<file path="config.mk">
export PLATFORM = sky130hd
export DESIGN_NAME = trim_am_regs
export DESIGN_NICKNAME = d
export VERILOG_FILES = /design/src/rtl/trim_regs_pkg.sv /design/src/rtl/trim_select.sv /design/src/rtl/am_level_select.sv /design/src/rtl/trim_am_regs.sv
export SDC_FILE = /design/constraint.sdc
export NUM_CORES = 1
export LEC_CHECK = 0
export CELL_PAD_IN_SITES_DETAIL_PLACEMENT = 1
export CELL_PAD_IN_SITES_GLOBAL_PLACEMENT = 2
export CORE_MARGIN = 2
export CORE_UTILIZATION = 37
export DETAILED_ROUTE_END_ITERATION = 10
export DONT_BUFFER_PORTS = 1
export PLACE_DENSITY = 0.9
export SETUP_SLACK_MARGIN = 0.15
export SYNTH_ARGS = -nofsm -noshare
export SYNTH_HDL_FRONTEND = slang
export SYNTH_SLANG_ARGS = --single-unit
</file>
<file path="constraint.sdc">
create_clock -name pclk -period 2 [get_ports pclk]
set_input_delay 0.1 -clock pclk [delete_from_list [all_inputs] [get_ports pclk]]
set_output_delay 0.1 -clock pclk [all_outputs]
set_load 0.005 [all_outputs]
</file>
<file path="src/rtl/trim_regs_pkg.sv">
// Register map, field layout and carrier types of the antenna trim and AM depth register group
package trim_regs_pkg;
	// Offsets 0x0e and 0x0f are not word multiples, so they are indices; byte address is four times the index
	localparam logic [7:0] idx_cal_result = 8'h0e;
	localparam logic [7:0] idx_manual_trim = 8'h0f;
	localparam logic [7:0] idx_am_depth = 8'h10;
	localparam logic [7:0] idx_manual_level = 8'h12;
	localparam logic [7:0] idx_irq_status = 8'h20;
	localparam logic [7:0] idx_irq_mask = 8'h21;
	localparam logic [7:0] idx_control = 8'h22;
	localparam int addr_lsb = 2;
	localparam int idx_width = 8;
	localparam logic [7:0] reg_reset = 8'h00;
	localparam logic [3:0] trim_reset = 4'h0;
	localparam logic [5:0] depth_reset = 6'h00;
	localparam logic [2:0] irq_reset = 3'h0;
	// Field positions
	localparam int cal_trim_msb = 7;
	localparam int cal_trim_lsb = 4;
	localparam int cal_err_bit = 3;
	localparam int trim_sel_bit = 7;
	localparam int man_trim_msb = 6;
	localparam int man_trim_lsb = 3;
	localparam int am_sel_bit = 7;
	localparam int depth_msb = 6;
	localparam int depth_lsb = 1;
	localparam int ctrl_default_bit = 0;
	// Interrupt status bits
	localparam int irq_cal_done = 0;
	localparam int irq_cal_err = 1;
	localparam int irq_depth_done = 2;
	localparam int irq_bits = 3;

	typedef struct packed {
		logic [3:0] trim;
		logic err;
	} cal_result_type;

	typedef struct packed {
		logic am_sel;
		logic [5:0] auto_depth;
		logic [7:0] manual_level;
	} am_level_type;
endpackage

</file>
<file path="src/rtl/trim_select.sv">
// Trim switch source multiplexer, one generate slice per switch
`timescale 1ns/10ps
module trim_select #(
	parameter int trim_width = 4
) (
	// Selection
	input wire logic manual_sel,
	input wire logic [trim_width-1:0] cal_trim,
	input wire logic [trim_width-1:0] manual_trim,
	// Switch drives
	output logic [trim_width-1:0] first_trim_pin_set,
	output logic [trim_width-1:0] second_trim_pin_set
);
	for (genvar i = 0; i < trim_width; i++) begin : g_sw
		// Both pin sets switch together on a 1
		assign first_trim_pin_set[i] = manual_sel ? manual_trim[i] : cal_trim[i]; // [RULE2] [RULE6]
		assign second_trim_pin_set[i] = manual_sel ? manual_trim[i] : cal_trim[i]; // [RULE2] [RULE6]
	end
endmodule

</file>
<file path="src/rtl/am_level_select.sv">
// AM modulated level source selection and driver segment disables
`timescale 1ns/10ps
module am_level_select (
	// Selection
	input wire trim_regs_pkg::am_level_type level_in,
	// Segment disables, 1 turns a segment off in the modulated state
	output logic [7:0] am_segment_disable
);
	always_comb begin
		if (level_in.am_sel) begin
			am_segment_disable = level_in.manual_level; // [RULE9] [RULE10]
		end else begin
			// Six-bit depth code sits in the low segments; top two stay enabled
			am_segment_disable = {2'h0, level_in.auto_depth}; // [RULE8]
		end
	end
endmodule

</file>
<file path="src/rtl/trim_am_regs.sv">
// APB register group for antenna trim calibration result, manual trim and AM depth
`timescale 1ns/10ps
// How it works
// RULE1: The calibration outcome nibble is stored in bits 7..4 of the read-only result register, bit 7 most significant.
// RULE2: With trim source 0 each trim switch on both pin sets follows the matching calibration result bit.
// RULE3: A failed calibration sets the error flag in bit 3 of the result register.
// RULE4: Reset and the set-default command clear the whole result register.
// RULE5: Bit 7 of the manual trim register selects calibration result (0) or manual bits (1) for the switches.
// RULE6: With trim source 1 the switches on both pin sets follow manual bits 6..3.
// RULE7: Reset and set-default clear every field of the manual trim register.
// RULE8: With AM source 0 the modulated level comes from the 6-bit depth field in bits 6..1.
// RULE9: With AM source 1 the modulated level comes from the 8-bit manual driver level register.
// RULE10: In manual mode each 1 bit of the manual level disables the matching driver segment.
// RULE11: Unused low bits of the result and manual trim registers read zero and ignore writes.
module trim_am_regs (
	// Clock and reset
	input wire logic pclk,
	input wire logic presetn,
	input wire logic clk_en,
	// APB slave
	input wire logic psel,
	input wire logic penable,
	input wire logic pwrite,
	input wire logic [11:0] paddr,
	input wire logic [31:0] pwdata,
	input wire logic [3:0] pstrb,
	output logic [31:0] prdata,
	output logic pready,
	output logic pslverr,
	// Calibration engines
	input wire logic set_default,
	input wire logic cal_done,
	input wire logic cal_fail,
	input wire logic [3:0] cal_trim_in,
	input wire logic depth_done,
	input wire logic [5:0] depth_in,
	// Trim switches and driver
	output logic [3:0] first_trim_pin_set,
	output logic [3:0] second_trim_pin_set,
	output logic [7:0] am_segment_disable,
	// Interrupt
	output logic irq
);
	typedef struct packed {
		trim_regs_pkg::cal_result_type cal;
		logic trim_sel;
		logic [3:0] man_trim;
		trim_regs_pkg::am_level_type am;
		logic [2:0] irq_status;
		logic [2:0] irq_mask;
		logic [31:0] rdata;
		logic done;
		logic err;
	} state_type;

	state_type state_reg;
	state_type state_next;
	logic [7:0] idx;
	logic aligned;
	logic access;
	logic wr;
	logic rd;
	logic mapped;
	logic [7:0] rd_val;
	logic [2:0] events;
	logic default_cmd;

	assign idx = paddr[trim_regs_pkg::addr_lsb +: trim_regs_pkg::idx_width];
	assign aligned = paddr[1:0] == 2'h0;
	// Only the first access cycle acts, so a read clear cannot swallow an event in the wait state
	assign access = psel && penable && clk_en && !state_reg.done;
	assign wr = access && pwrite && pstrb[0] && mapped && aligned;
	assign rd = access && !pwrite && mapped && aligned;
	assign events = {depth_done, cal_fail, cal_done};
	assign default_cmd = set_default || (wr && idx == trim_regs_pkg::idx_control && pwdata[trim_regs_pkg::ctrl_default_bit]);

	always_comb begin
		mapped = 1'b1;
		rd_val = trim_regs_pkg::reg_reset;
		unique case (idx)
			trim_regs_pkg::idx_cal_result: begin
				rd_val = {state_reg.cal.trim, state_reg.cal.err, 3'h0}; // [RULE1] [RULE3] [RULE11]
			end
			trim_regs_pkg::idx_manual_trim: begin
				rd_val = {state_reg.trim_sel, state_reg.man_trim, 3'h0}; // [RULE11]
			end
			trim_regs_pkg::idx_am_depth: begin
				rd_val = {state_reg.am.am_sel, state_reg.am.auto_depth, 1'b0};
			end
			trim_regs_pkg::idx_manual_level: begin
				rd_val = state_reg.am.manual_level;
			end
			trim_regs_pkg::idx_irq_status: begin
				rd_val = {5'h00, state_reg.irq_status};
			end
			trim_regs_pkg::idx_irq_mask: begin
				rd_val = {5'h00, state_reg.irq_mask};
			end
			trim_regs_pkg::idx_control: begin
				rd_val = trim_regs_pkg::reg_reset;
			end
			default: begin
				mapped = 1'b0;
			end
		endcase
	end

	always_comb begin
		state_next = state_reg;
		if (access) begin
			state_next.rdata = {24'h000000, rd_val};
		end
		// One wait state: ready and error follow the first access cycle
		state_next.done = psel && penable && !state_reg.done;
		state_next.err = psel && penable && !state_reg.done && !(mapped && aligned);
		if (cal_done || cal_fail) begin
			state_next.cal.trim = cal_trim_in; // [RULE1]
			state_next.cal.err = cal_fail; // [RULE3]
		end
		if (depth_done) begin
			state_next.am.auto_depth = depth_in; // [RULE8]
		end
		if (wr) begin
			unique case (idx)
				trim_regs_pkg::idx_manual_trim: begin
					state_next.trim_sel = pwdata[trim_regs_pkg::trim_sel_bit]; // [RULE5]
					state_next.man_trim = pwdata[trim_regs_pkg::man_trim_msb:trim_regs_pkg::man_trim_lsb]; // [RULE6]
				end
				trim_regs_pkg::idx_am_depth: begin
					state_next.am.am_sel = pwdata[trim_regs_pkg::am_sel_bit];
					if (!depth_done) begin
						state_next.am.auto_depth = pwdata[trim_regs_pkg::depth_msb:trim_regs_pkg::depth_lsb];
					end
				end
				trim_regs_pkg::idx_manual_level: begin
					state_next.am.manual_level = pwdata[7:0];
				end
				trim_regs_pkg::idx_irq_mask: begin
					state_next.irq_mask = pwdata[trim_regs_pkg::irq_bits-1:0];
				end
				default: begin
				end
			endcase
		end
		// Read clears status, but an event in the same cycle survives
		if (rd && idx == trim_regs_pkg::idx_irq_status) begin
			state_next.irq_status = events;
		end else begin
			state_next.irq_status = state_reg.irq_status | events;
		end
		// Set-default acts last so it beats any write or engine update to the trim and AM fields
		if (default_cmd) begin
			state_next.cal = '0; // [RULE4]
			state_next.trim_sel = 1'b0; // [RULE7]
			state_next.man_trim = trim_regs_pkg::trim_reset; // [RULE7]
			state_next.am = '0;
		end
	end

	always_ff @(posedge pclk or negedge presetn) begin
		if (!presetn) begin
			state_reg <= '0; // [RULE4] [RULE7]
		end else if (clk_en) begin
			state_reg <= state_next;
		end
	end

	assign prdata = state_reg.rdata;
	// Read data is registered at the access edge and presented with ready one cycle later
	assign pready = state_reg.done;
	assign pslverr = state_reg.done && state_reg.err;
	assign irq = |(state_reg.irq_status & state_reg.irq_mask);

	trim_select #(
		.trim_width(4)
	) u_trim (
		.manual_sel(state_reg.trim_sel),
		.cal_trim(state_reg.cal.trim),
		.manual_trim(state_reg.man_trim),
		.first_trim_pin_set(first_trim_pin_set),
		.second_trim_pin_set(second_trim_pin_set)
	);

	am_level_select u_am (
		.level_in(state_reg.am),
		.am_segment_disable(am_segment_disable)
	);

	// Trim switches follow the selected source
	trim_follow_a: assert property (@(posedge pclk) disable iff (!presetn) // [RULE2]
		!state_reg.trim_sel
		|-> first_trim_pin_set == state_reg.cal.trim && second_trim_pin_set == state_reg.cal.trim)
		else $error("trim pins do not follow calibration result");
	trim_manual_a: assert property (@(posedge pclk) disable iff (!presetn) // [RULE6]
		state_reg.trim_sel
		|-> first_trim_pin_set == state_reg.man_trim && second_trim_pin_set == state_reg.man_trim)
		else $error("trim pins do not follow manual bits");

	// Calibration result capture, read-back and read-only behaviour
	cal_store_a: assert property (@(posedge pclk) disable iff (!presetn) // [RULE1]
		clk_en && cal_done && !cal_fail && !default_cmd
		|=> state_reg.cal.trim == $past(cal_trim_in) && !state_reg.cal.err)
		else $error("calibration result not stored");
	cal_error_a: assert property (@(posedge pclk) disable iff (!presetn) // [RULE3]
		clk_en && cal_fail && !default_cmd
		|=> state_reg.cal.err)
		else $error("calibration error flag not set");
	default_clear_a: assert property (@(posedge pclk) disable iff (!presetn) // [RULE4]
		clk_en && default_cmd
		|=> state_reg.cal == '0 && !state_reg.trim_sel && state_reg.man_trim == trim_regs_pkg::trim_reset)
		else $error("set-default did not clear trim registers");
	cal_read_a: assert property (@(posedge pclk) disable iff (!presetn) // [RULE1]
		rd && idx == trim_regs_pkg::idx_cal_result
		|=> prdata[trim_regs_pkg::cal_trim_msb:trim_regs_pkg::cal_trim_lsb] == $past(state_reg.cal.trim))
		else $error("calibration nibble not read back in place");
	err_read_a: assert property (@(posedge pclk) disable iff (!presetn) // [RULE3]
		rd && idx == trim_regs_pkg::idx_cal_result
		|=> prdata[trim_regs_pkg::cal_err_bit] == $past(state_reg.cal.err))
		else $error("calibration error flag not read back in place");
	cal_ro_a: assert property (@(posedge pclk) disable iff (!presetn) // [RULE1]
		wr && idx == trim_regs_pkg::idx_cal_result && !cal_done && !cal_fail && !set_default
		|=> state_reg.cal == $past(state_reg.cal))
		else $error("write changed the read-only calibration result");
	low_bits_a: assert property (@(posedge pclk) disable iff (!presetn) // [RULE11]
		rd && (idx == trim_regs_pkg::idx_cal_result || idx == trim_regs_pkg::idx_manual_trim)
		|=> prdata[2:0] == 3'h0)
		else $error("unused low bits read nonzero");

	// Manual trim register
	trim_sel_wr_a: assert property (@(posedge pclk) disable iff (!presetn) // [RULE5]
		wr && idx == trim_regs_pkg::idx_manual_trim && !set_default
		|=> state_reg.trim_sel == $past(pwdata[trim_regs_pkg::trim_sel_bit]))
		else $error("trim source select not written");
	man_trim_wr_a: assert property (@(posedge pclk) disable iff (!presetn) // [RULE6]
		wr && idx == trim_regs_pkg::idx_manual_trim && !set_default
		|=> state_reg.man_trim == $past(pwdata[trim_regs_pkg::man_trim_msb:trim_regs_pkg::man_trim_lsb]))
		else $error("manual trim bits not written");
	trim_read_a: assert property (@(posedge pclk) disable iff (!presetn) // [RULE5]
		rd && idx == trim_regs_pkg::idx_manual_trim
		|=> prdata[trim_regs_pkg::trim_sel_bit] == $past(state_reg.trim_sel)
		&& prdata[trim_regs_pkg::man_trim_msb:trim_regs_pkg::man_trim_lsb] == $past(state_reg.man_trim))
		else $error("manual trim register not read back in place");
	trim_reset_a: assert property (@(posedge pclk) // [RULE7]
		$rose(presetn)
		|-> state_reg.man_trim == trim_regs_pkg::trim_reset && !state_reg.trim_sel)
		else $error("manual trim not zero after reset");

	// AM level source
	auto_level_a: assert property (@(posedge pclk) disable iff (!presetn) // [RULE8]
		!state_reg.am.am_sel
		|-> am_segment_disable == {2'h0, state_reg.am.auto_depth})
		else $error("automatic depth not selected");
	manual_level_a: assert property (@(posedge pclk) disable iff (!presetn) // [RULE9] [RULE10]
		state_reg.am.am_sel
		|-> am_segment_disable == state_reg.am.manual_level)
		else $error("manual level not selected");
	am_sel_wr_a: assert property (@(posedge pclk) disable iff (!presetn) // [RULE9]
		wr && idx == trim_regs_pkg::idx_am_depth && !set_default
		|=> state_reg.am.am_sel == $past(pwdata[trim_regs_pkg::am_sel_bit]))
		else $error("AM level source bit not written");
	depth_store_a: assert property (@(posedge pclk) disable iff (!presetn) // [RULE8]
		clk_en && depth_done && !default_cmd
		|=> state_reg.am.auto_depth == $past(depth_in))
		else $error("calibrated depth not stored");
	level_wr_a: assert property (@(posedge pclk) disable iff (!presetn) // [RULE9]
		wr && idx == trim_regs_pkg::idx_manual_level && !set_default
		|=> state_reg.am.manual_level == $past(pwdata[7:0]))
		else $error("manual driver level not written");

	// Bus handshake: one wait state, error only with ready
	pready_wait_a: assert property (@(posedge pclk) disable iff (!presetn)
		clk_en && psel && penable && !pready
		|=> pready)
		else $error("ready not given after one wait state");
	pready_pulse_a: assert property (@(posedge pclk) disable iff (!presetn)
		clk_en && pready
		|=> !pready)
		else $error("ready held longer than one cycle");
	err_ready_a: assert property (@(posedge pclk) disable iff (!presetn)
		pslverr
		|-> pready)
		else $error("error response without ready");
	unmapped_err_a: assert property (@(posedge pclk) disable iff (!presetn)
		clk_en && psel && penable && !pready && !(mapped && aligned)
		|=> pslverr)
		else $error("unmapped access not answered with error");
	rdata_upper_a: assert property (@(posedge pclk) disable iff (!presetn)
		pready
		|-> prdata[31:8] == 24'h000000)
		else $error("upper read data bits nonzero");

	// Sticky interrupt status
	status_set_a: assert property (@(posedge pclk) disable iff (!presetn)
		clk_en && events != 3'h0
		|=> (state_reg.irq_status & $past(events)) == $past(events))
		else $error("event did not set its status bit");
	status_clear_a: assert property (@(posedge pclk) disable iff (!presetn)
		rd && idx == trim_regs_pkg::idx_irq_status && events == 3'h0
		|=> state_reg.irq_status == 3'h0)
		else $error("status read did not clear status");
	mask_wr_a: assert property (@(posedge pclk) disable iff (!presetn)
		wr && idx == trim_regs_pkg::idx_irq_mask
		|=> state_reg.irq_mask == $past(pwdata[trim_regs_pkg::irq_bits-1:0]))
		else $error("interrupt mask not written");

	// Clock enable low freezes everything
	freeze_a: assert property (@(posedge pclk) disable iff (!presetn)
		!clk_en
		|=> state_reg == $past(state_reg))
		else $error("state changed while clock enable low");
endmodule

</file>
# Yosys cells after proc, flatten, opt, wreduce, memory -nomap -nowiden
# Index checks and enable logic that the tools add are counted.
[classes]
n_reduce_logical = 36
n_eq_ne = 7
mux = 16
bitwise = 2
[op_table]
columns = ["op", "n"]
rows = [
  ["8-bit case mux with 6 select lines", 1],
  ["25-bit 2-to-1 mux", 1],
  ["8-bit by 6-bit == test with 1-bit output (second input constant)", 3],
  ["20-bit 2-to-1 mux", 1],
  ["1-bit logical AND", 17],
  ["8-bit by 4-bit == test with 1-bit output (second input constant)", 2],
  ["8-bit by 5-bit == test with 1-bit output (second input constant)", 2],
  ["8-bit 2-to-1 mux", 2],
  ["6-bit 2-to-1 mux", 2],
  ["3-bit AND reduction", 4],
  ["5-bit 2-to-1 mux", 2],
  ["2-bit nonzero test", 5],
  ["7-bit 2-to-1 mux", 1],
  ["7-bit OR reduction", 1],
  ["1-bit 2-to-1 mux", 5],
  ["2-bit AND reduction", 2],
  ["3-bit AND", 1],
  ["1-bit zero test", 3],
  ["3-bit 2-to-1 mux", 1],
  ["3-bit OR", 1],
  ["3-bit OR reduction", 1],
  ["2-bit zero test", 1],
  ["1-bit logical OR", 2],
]
[word_totals]
in_bits = 68
out_inout_bits = 51
wordCells = 73
reg_bits = 41

# Logic depth before layout (Yosys ltp)
# Gate-level depths: netlist (run 1).
[depth]
word_depth = 12
depth_mapped = 8

# Cells and area by module
# A second synthesis (run 1) with hierarchy kept.
[hier_totals]
cells_unflattened = 236
hier_area_um2 = 2575.0
[by_module_without_submodules]
columns = ["mod", "instances", "cells_each", "area_per_inst_um2", "seq_area_each_um2"]
rows = [
  ["trim_am_regs", 1, 219, 2383.5, 1026.0],
  ["am_level_select", 1, 9, 116.4, 0.0],
  ["trim_select", 1, 8, 75.1, 0.0],
]

# Worst setup path after synthesis (run 1)
# Ideal clock, no wire load.
[synth_timing]
path_kind = "reg2reg"
from = "register state_reg (netlist bit pready)"
to = "register state_reg[34] (netlist name)"
path_buffers = 1
stages_incl_launch_ff = 7
period_less_slack_ns = 1.779
slack_ns = 0.221
setup_time_ns = 0.125
required_time_ns = 1.875
arrival_ns = 1.655
cell_sequence = "dfrtp_1 > and4b_1 > buf_6 > and2_4 > a21boi_4 > and2_2 > mux2_2"
[synth_via]
elab_chain_cells = 7
[synth_rtl]
columns = ["item", "line", "text"]
rows = [
  ["start: declaration", "trim_am_regs.sv:56", "state_type state_reg;"],
  ["start signal: assignment", "trim_am_regs.sv:164", "state_reg <= state_next;"],
  ["1-bit zero test", "trim_am_regs.sv:71", "assign access = psel && penable && clk_en && !state_reg.done;"],
  ["1-bit logical AND", "trim_am_regs.sv:71", ""],
  ["1-bit logical AND (4 in a row)", "trim_am_regs.sv:72", "assign wr = access && pwrite && pstrb[0] && mapped && aligned;"],
  ["3-bit AND reduction (no source line)", "--", ""],
]
# Every way passes these cells.
# A chain may end at the register's enable or synchronous reset.

# Worst setup path after layout (run 1)
[layout_timing]
from = "register state_reg (netlist bit pready)"
to = "register state_reg[49] (netlist name)"
[layout_via]
elab_chain_cells = 10
elab_cells_between_ends = 11
classes_between = "mux (2); reduce/logical (9)"
[layout_rtl]
columns = ["item", "line", "text"]
rows = [
  ["1-bit zero test *", "trim_am_regs.sv:71", ""],
  ["1-bit logical AND *", "trim_am_regs.sv:71", ""],
  ["1-bit logical AND * (4 in a row)", "trim_am_regs.sv:72", ""],
  ["1-bit logical AND (2 in a row)", "trim_am_regs.sv:75", "assign default_cmd = set_default || (wr && idx == trim_regs_pkg::idx_control && pwdata[trim_regs_pkg::ctrl_def ..."],
  ["1-bit logical OR", "trim_am_regs.sv:75", ""],
  ["25-bit 2-to-1 mux *", "trim_am_regs.sv:152", "if (default_cmd) begin"],
]
# Mark *: on every way between the ends. The rest lies on a longest branch, timed or not. The select of a mux whose other input is x is not followed.

==> results of run 1 <==
final cells by class:
class | count | share of cell area [%]
flip-flops and latches | 41 | 35.82
clock inverters | 1 | 1.048
repair buffers | 32 | 11.01
clock buffers | 7 | 3.014
well taps | 80 | 3.495
inverters | 2 | 0.2621
multi-input cells | 171 | 45.35
synth_stat cells, types with 2 or more instances:
cell type,n
buf_4,38
o21ai_0,11
inv_1,2
and4b_1,2
mux2i_1,5
clkbuf_1,4
nor4_1,2
nor2_1,9
nor4b_1,2
a222oi_1,4
a31oi_1,2
nand3_1,4
buf_6,3
o31ai_1,6
dfrtp_1,41
nor4b_2,3
nand2_1,11
nor3b_1,2
nor2b_1,6
a22oi_1,6
a22o_1,18
and2_1,7
a221oi_1,5
o2bb2ai_1,10
mux2_2,13
how the worst min path moves through the flow:
| stage | startpoint | to | slack (ps) |
|---|---|---|---|
| after floorplan | presetn | prdata[0] | -200 |
| after global placement | presetn | prdata[2] | -190 |
| after detailed placement | presetn | prdata[2] | -190 |
| after CTS | clk_en | state_reg[64] | 3 |
| after global routing | clk_en | state_reg[64] | 1 |
| final | clk_en | state_reg[61] | 2 |
cell families after synthesis:
group	share of synthesized area [%]
compound gates	23.53
buf+inv	13.67
flops	40.04
mux	7.666
other cells	0.1463
simple gates	14.94
routing by layer:
metal	track usage (%)	share of wire [%]	up-vias
met5	0	0	-
met4	4.895	1.2	0
met3	5.592	8.0	9
met2	33.80	50	86
met1	23.61	41	974
li1	-	-	871
where the power goes:
| part | total [uW] | leakage, uW | internal (uW) | switching [uW] |
|---|---|---|---|---|
| logic | 208 | 0.000614 | 101 | 107 |
| clock network | 708 | 0.0000585 | 407 | 301 |
| registers | 885 | 0.000543 | 860 | 25.5 |
| total | 1800 | 0.00122 | 1370 | 433 |
through the flow:
step / power, uW / cell area, um2 / setup WS, ps / utilization (%) / cells
global route: 1874 / 2864 / 142.9 / 42.39 / 334
floorplan: 1080 / 2649 / 220.7 / - / 261
global placement: 1039 / 2459 / 183.2 / 36.39 / 301
finish: 1801 / 2864 / 220.6 / 42.39 / 334
detailed placement: 1044 / 2459 / 184.9 / 36.39 / 301
CTS: 1801 / 2800 / 151.6 / 41.44 / 331
timing repair:
item                                    in CTS  in global routing
pin swaps                                    0                  0
endpoints found under the hold margin       72                  1
hold buffers                                20                  1
buffers inserted                             2                  2
gates resized for setup                      0                  5
endpoints found under the setup margin       1                 10
==> flow_metrics.py, run 1 <==
metrics = {
    "layout": {
        "largest_register_ffs": 32,
        "seq_area_um2": 1026,
        "area_delta_synth_final_pct": 11.77,
        "drive_gt1_share_pct": 18.50,
        "antennaDiodeCount": 0,
        "nets": 321,
        "multiInputGateArea_um2": 1299,
        "fillCellCount": 742,
        "final_cell_mix": "dfrtp_1 (41), conb_1 (24), dlygate4sd3_1 (20)",
        "mostFrequentLayoutCell": "dfrtp_1",
    },
    "die": {
        "start_util_pct": 37.93,
        "dieArea_um2": 7607,
        "io_pins": 119,
        "fp.dieW_um": 87.22,
        "design.core.area_um2": 6756,
        "die_y_um": 87.22,
        "rows": 30,
    },
    "timing": {
        "period_share_pct": 88.97,
        "fin_crit_ps": 1779,
        "setup_violations": 0,
        "maxSlewViolCount": 0,
        "hold_slack_ps": 2.466,
        "clock_skew_ps": 4.547,
        "rsz0062_at_grt": "true",
        "setup_tns_ps": 0,
        "tightest_slew_ps": 499.4,
        "max_freq_mhz": 562.0,
        "finalHoldViolCount": 0,
        "slew_headroom_pct": 66.59,
    },
    "route": {
        "drtIter0Drc": 87,
        "wl_per_cell_um": 21.87,
        "drtAntennaViolNets": 0,
        "drc": 0,
        "vias_per_cell": 5.808,
        "routed_wl_um": 7304,
        "drt_pass1_iterations": 4,
        "vias": 1940,
    },
    "critical_path": {
        "critPathKind": "reg2reg",
        "crit_chain": "and4b_1, buf_4, and4_1, and2b_1, a22oi_1, o2bb2ai_1",
        "cp_max_fo": 7,
        "end_kind": "flip-flop",
        "path_buf_inv": 1,
        "required_ps": 2230,
        "cp.depth": 6,
        "worst_setup_path_start_kind": "flip-flop",
        "r2r_slack_ps": 220,
        "crit_path_top_delay_cell": "dfrtp_1",
        "slowest_delay_ps": 430,
        "crit_end": "state_reg[49]",
        "timing.rr.start": "pready",
        "rr_endpoint": "state_reg[49]",
        "cpLargestDelayFamily": "simple AND/OR/NAND/NOR gates",
        "ff2ff_path_depth": 6,
        "arrival_ps": 2010,
        "critical_path.startpoint": "pready",
    },
    "global_routing": {
        "grt_overflow_total": 0,
        "grt_use_total_pct": 19.43,
        "grt_pass1_wl_um": 11290,
        "antenna_found_initial": 0,
        "grt_pass1_vias": 2059,
        "grt_max_degree": 42,
    },
    "pwr": {
        "peakVddDrop_uv": 224.5,
        "p_leak_uw": 0.001215,
        "power.density_nw_per_um2": 629.0,
    },
    "flow_run": {
        "cap_violations": 0,
    },
    "placement": {
        "port_buffers": 0,
        "globalplace.congestion": 0.7707,
        "dpl.hpwl_um": 5013,
    },
    "synth": {
        "ys_ff_latch": 41,
        "yosys.area.top_type": "dfrtp_1",
        "synthFlopType": "dfrtp_1",
        "yosysUniqueCellTypes": 47,
        "synth_warnings": 0,
        "synth_area_um2": 2562,
        "synth_top_area_share_pct": 40.04,
        "syn_inst": 238,
        "synth_edf_count": 0,
        "avgSynthCellArea_um2": 10.77,
        "async_reset_ff_share_pct": 100.0,
        "yosysSeqAreaShare_pct": 40.04,
        "synthTopCellsByArea": "dfrtp_1 (40%), buf_4 (11%), a22o_1 (6.2%), mux2_2 (5.7%), o2bb2ai_1 (3.4%)",
    },
    "cts": {
        "clock_latency_ps": 300,
        "cts_buffer_depth": 2,
        "root_buffer": "clkbuf_8",
        "htree_levels": 2,
        "cts_tree": "yes",
        "clkSinkCount": 41,
        "numCtsBuffers": 5,
        "clk_pin_slew_ps": 80,
    },
    "outcome": {
        "outcome": "complete, no violations",
    },
    "worst_hold_path": {
        "worstHoldPathCells": 2,
        "min_path_type": "in2reg",
    },
}
Note: power is estimated with default switching activity, not from simulation.
==> run 2, diff against run 1 <==
--- a/config.mk
+++ b/config.mk
@@ -5,13 +5,14 @@
 export SDC_FILE = /design/constraint.sdc
 export NUM_CORES = 1
 export LEC_CHECK = 0
+export ABC_AREA = 1
 export CELL_PAD_IN_SITES_DETAIL_PLACEMENT = 1
 export CELL_PAD_IN_SITES_GLOBAL_PLACEMENT = 2
 export CORE_MARGIN = 2
-export CORE_UTILIZATION = 37
+export CORE_UTILIZATION = 33
 export DETAILED_ROUTE_END_ITERATION = 10
 export DONT_BUFFER_PORTS = 1
-export PLACE_DENSITY = 0.9
+export PLACE_DENSITY = 0.91
 export SETUP_SLACK_MARGIN = 0.15
 export SYNTH_ARGS = -nofsm -noshare
 export SYNTH_HDL_FRONTEND = slang
==> flow_metrics.py, run 2 <==
metrics = {
    "placement": {
        "dpl.hpwl_um": 6359,
        "placed_cells": 494,
        "post-place-ws_ps": 259.1,
        "globalplace.congestion": 0.8503,
        "port_buffers": 0,
    },
    "synth": {
        "yosys.area.top_type": "dfrtp_1",
        "ys_ff_latch": 41,
        "synth_top_area_share_pct": 36.04,
        "synth_edf_count": 0,
        "async_reset_ff_share_pct": 100.0,
        "synth_warnings": 0,
        "yosysSeqAreaShare_pct": 36.04,
        "synthFlopType": "dfrtp_1",
        "syn_inst": 409,
        "yosysUniqueCellTypes": 28,
        "synth_area_um2": 2846,
        "synthTopCellsByArea": "dfrtp_1 (36%), nand2_1 (17%), buf_4 (9.8%), o21ai_0 (5.1%), inv_1 (4.7%)",
        "synth_most_common_cell": "nand2_1",
        "synthTopCellsByCount": "nand2_1 (128), dfrtp_1 (41), buf_4 (37)",
        "avgSynthCellArea_um2": 6.960,
    },
    "cts": {
        "cts_buffer_depth": 2,
        "clock_latency_ps": 300,
        "cts_tree": "yes",
        "clkSinkCount": 41,
        "clk_pin_slew_ps": 80,
        "htree_levels": 2,
        "cts_setup_buffers": 0,
        "numCtsBuffers": 5,
        "root_buffer": "clkbuf_8",
    },
    "route": {
        "vias_per_cell": 5.062,
        "routed_wl_um": 8569,
        "vias": 2627,
        "drt_pass1_iterations": 4,
        "drc": 0,
        "drtIter0Drc": 127,
        "drtAntennaViolNets": 0,
        "wl_per_cell_um": 16.51,
    },
    "pwr": {
        "power.density_nw_per_um2": 595.3,
        "p_leak_uw": 0.001634,
        "peakVddDrop_uv": 259.9,
    },
    "critical_path": {
        "crit_chain": "nor2_2, nand3_1, nor3_1, nand2_1, nand2_4, inv_4, nand2_1, nand2_2, nand2_1, nand2_1",
        "end_kind": "flip-flop",
        "required_ps": 2190,
        "cp_max_fo": 16,
        "arrival_ps": 1880,
        "crit_top_cell": "nand2_1",
        "slowest_delay_ps": 430,
        "worst_setup_path_start_kind": "flip-flop",
        "crit_path_top_delay_cell": "dfrtp_1",
        "critPathKind": "reg2reg",
    },
    "global_routing": {
        "grt_max_degree": 42,
        "grt_pass1_wl_um": 13790,
        "antenna_found_initial": 0,
        "grt_use_total_pct": 18.36,
        "grt_overflow_total": 0,
        "grt_pass1_vias": 2710,
    },
    "layout": {
        "multiInputGateArea_um2": 1390,
        "mostFrequentLayoutCell": "nand2_1",
        "fin_cells": 519,
        "nets": 481,
        "area_delta_synth_final_pct": 7.824,
        "drive_gt1_share_pct": 12.32,
        "final_cell_mix": "nand2_1 (128), dfrtp_1 (41), inv_1 (36)",
        "antennaDiodeCount": 0,
        "seq_area_um2": 1026,
        "largest_register_ffs": 32,
        "fillCellCount": 1076,
    },
    "timing": {
        "maxSlewViolCount": 0,
        "worst_slack_ps": 312.5,
        "setup_tns_ps": 0,
        "max_freq_mhz": 592.6,
        "period_share_pct": 84.37,
        "clock_skew_ps": 5.429,
        "setup_violations": 0,
        "rsz0062_at_grt": "false",
        "fin_crit_ps": 1687,
        "slew_headroom_pct": 63.31,
        "tightest_slew_ps": 544.6,
        "finalHoldViolCount": 0,
    },
    "die": {
        "design.core.area_um2": 8299,
        "die_y_um": 96.88,
        "fp.dieW_um": 96.88,
        "io_pins": 119,
        "rows": 33,
        "dieArea_um2": 9385,
        "start_util_pct": 34.30,
    },
    "flow_run": {
        "cap_violations": 0,
    },
    "outcome": {
        "outcome": "complete, no violations",
    },
    "worst_hold_path": {
        "min_path_type": "in2reg",
    },
}
==> run 2: cell count changes in the layout (fill, tap and decap cells not counted), moves of 14 or more <==
cell | previous run | this run
o21ai_0 | 11 | 29
nand2_2 | 0 | 14
nand4_1 | 0 | 20
inv_1 | 2 | 36
nand2_1 | 11 | 128
nor2_1 | 9 | 29
a22o_1 | 18 | 3
==> run 2: worst max-delay path: cells and delay by family, from the launching register on <==
family                 cells  cell delay (ps)
and+or+nand+nor            9             1050
buffers and inverters      1              100
DFF                        1              430
==> run 2: timing repair <==
action	CTS	global route
hold buffers	17	0
gates resized for setup	0	4
endpoints found under the setup margin	0	17
endpoints found under the hold margin	64	0
==> run 2: through the flow <==
stage                     total power (uW)  utilization, %  area (um2)  hold slack [ps]
final                                 1827           36.98        3069            42.90
after floorplan                       1078               -        2933           -195.6
after global routing                  1919           36.98        3069            68.09
after global placement                1068           33.17        2753           -194.5
after detailed placement              1078           33.17        2753           -194.7
after CTS                             1842           36.83        3057            39.45
==> run 2: worst paths after layout <==
path	from	end	slack [ps]	cells past startpoint
max in group asynchronous	presetn	state_reg[59]	1510	2
worst min register to register	state_reg[63]	state_reg[63]	480	2
worst max register to register	pready	state_reg[55]	310	10
worst min-delay path	clk_en	state_reg[54]	40	5
min in group asynchronous	presetn	prdata[0]	300	2
worst max-delay path	pready	state_reg[55]	310	10
==> run 2: logic make-up after synthesis <==
| family | count (synthesis) | synth area share (%) |
|---|---|---|
| and+or+nand+nor | 219 | 35.16 |
| buffers and inverters | 95 | 18.51 |
| AOI/OAI and AO/OA | 53 | 10.15 |
| DFF | 41 | 36.04 |
| other | 1 | 0.1317 |
==> run 2: layout make-up <==
cell class / instances / area share, %
inverter: 48 / 6.115
multi-input combinational: 296 / 45.29
tap: 105 / 4.280
timing repair buffer: 21 / 7.093
sequential: 41 / 33.43
clock buffer: 7 / 2.813
clock inverter: 1 / 0.9784
==> run 2: layer usage <==
metal,part of all wire (%),wire length (um),up-vias,GRT usage [%]
met2,50,4255,84,30.66
met3,5.6,482,15,4.335
met5,0,0,-,0
li1,-,-,1244,-
met4,2.2,189,0,6.392
met1,42,3640,1284,23.20
==> run 2: where the power goes <==
part | leakage [uW] | switching, uW | total [uW] | internal (uW)
registers | 0.000531 | 16.0 | 868 | 852
clock network | 0.0000585 | 303 | 711 | 407
logic | 0.00105 | 167 | 249 | 81.8
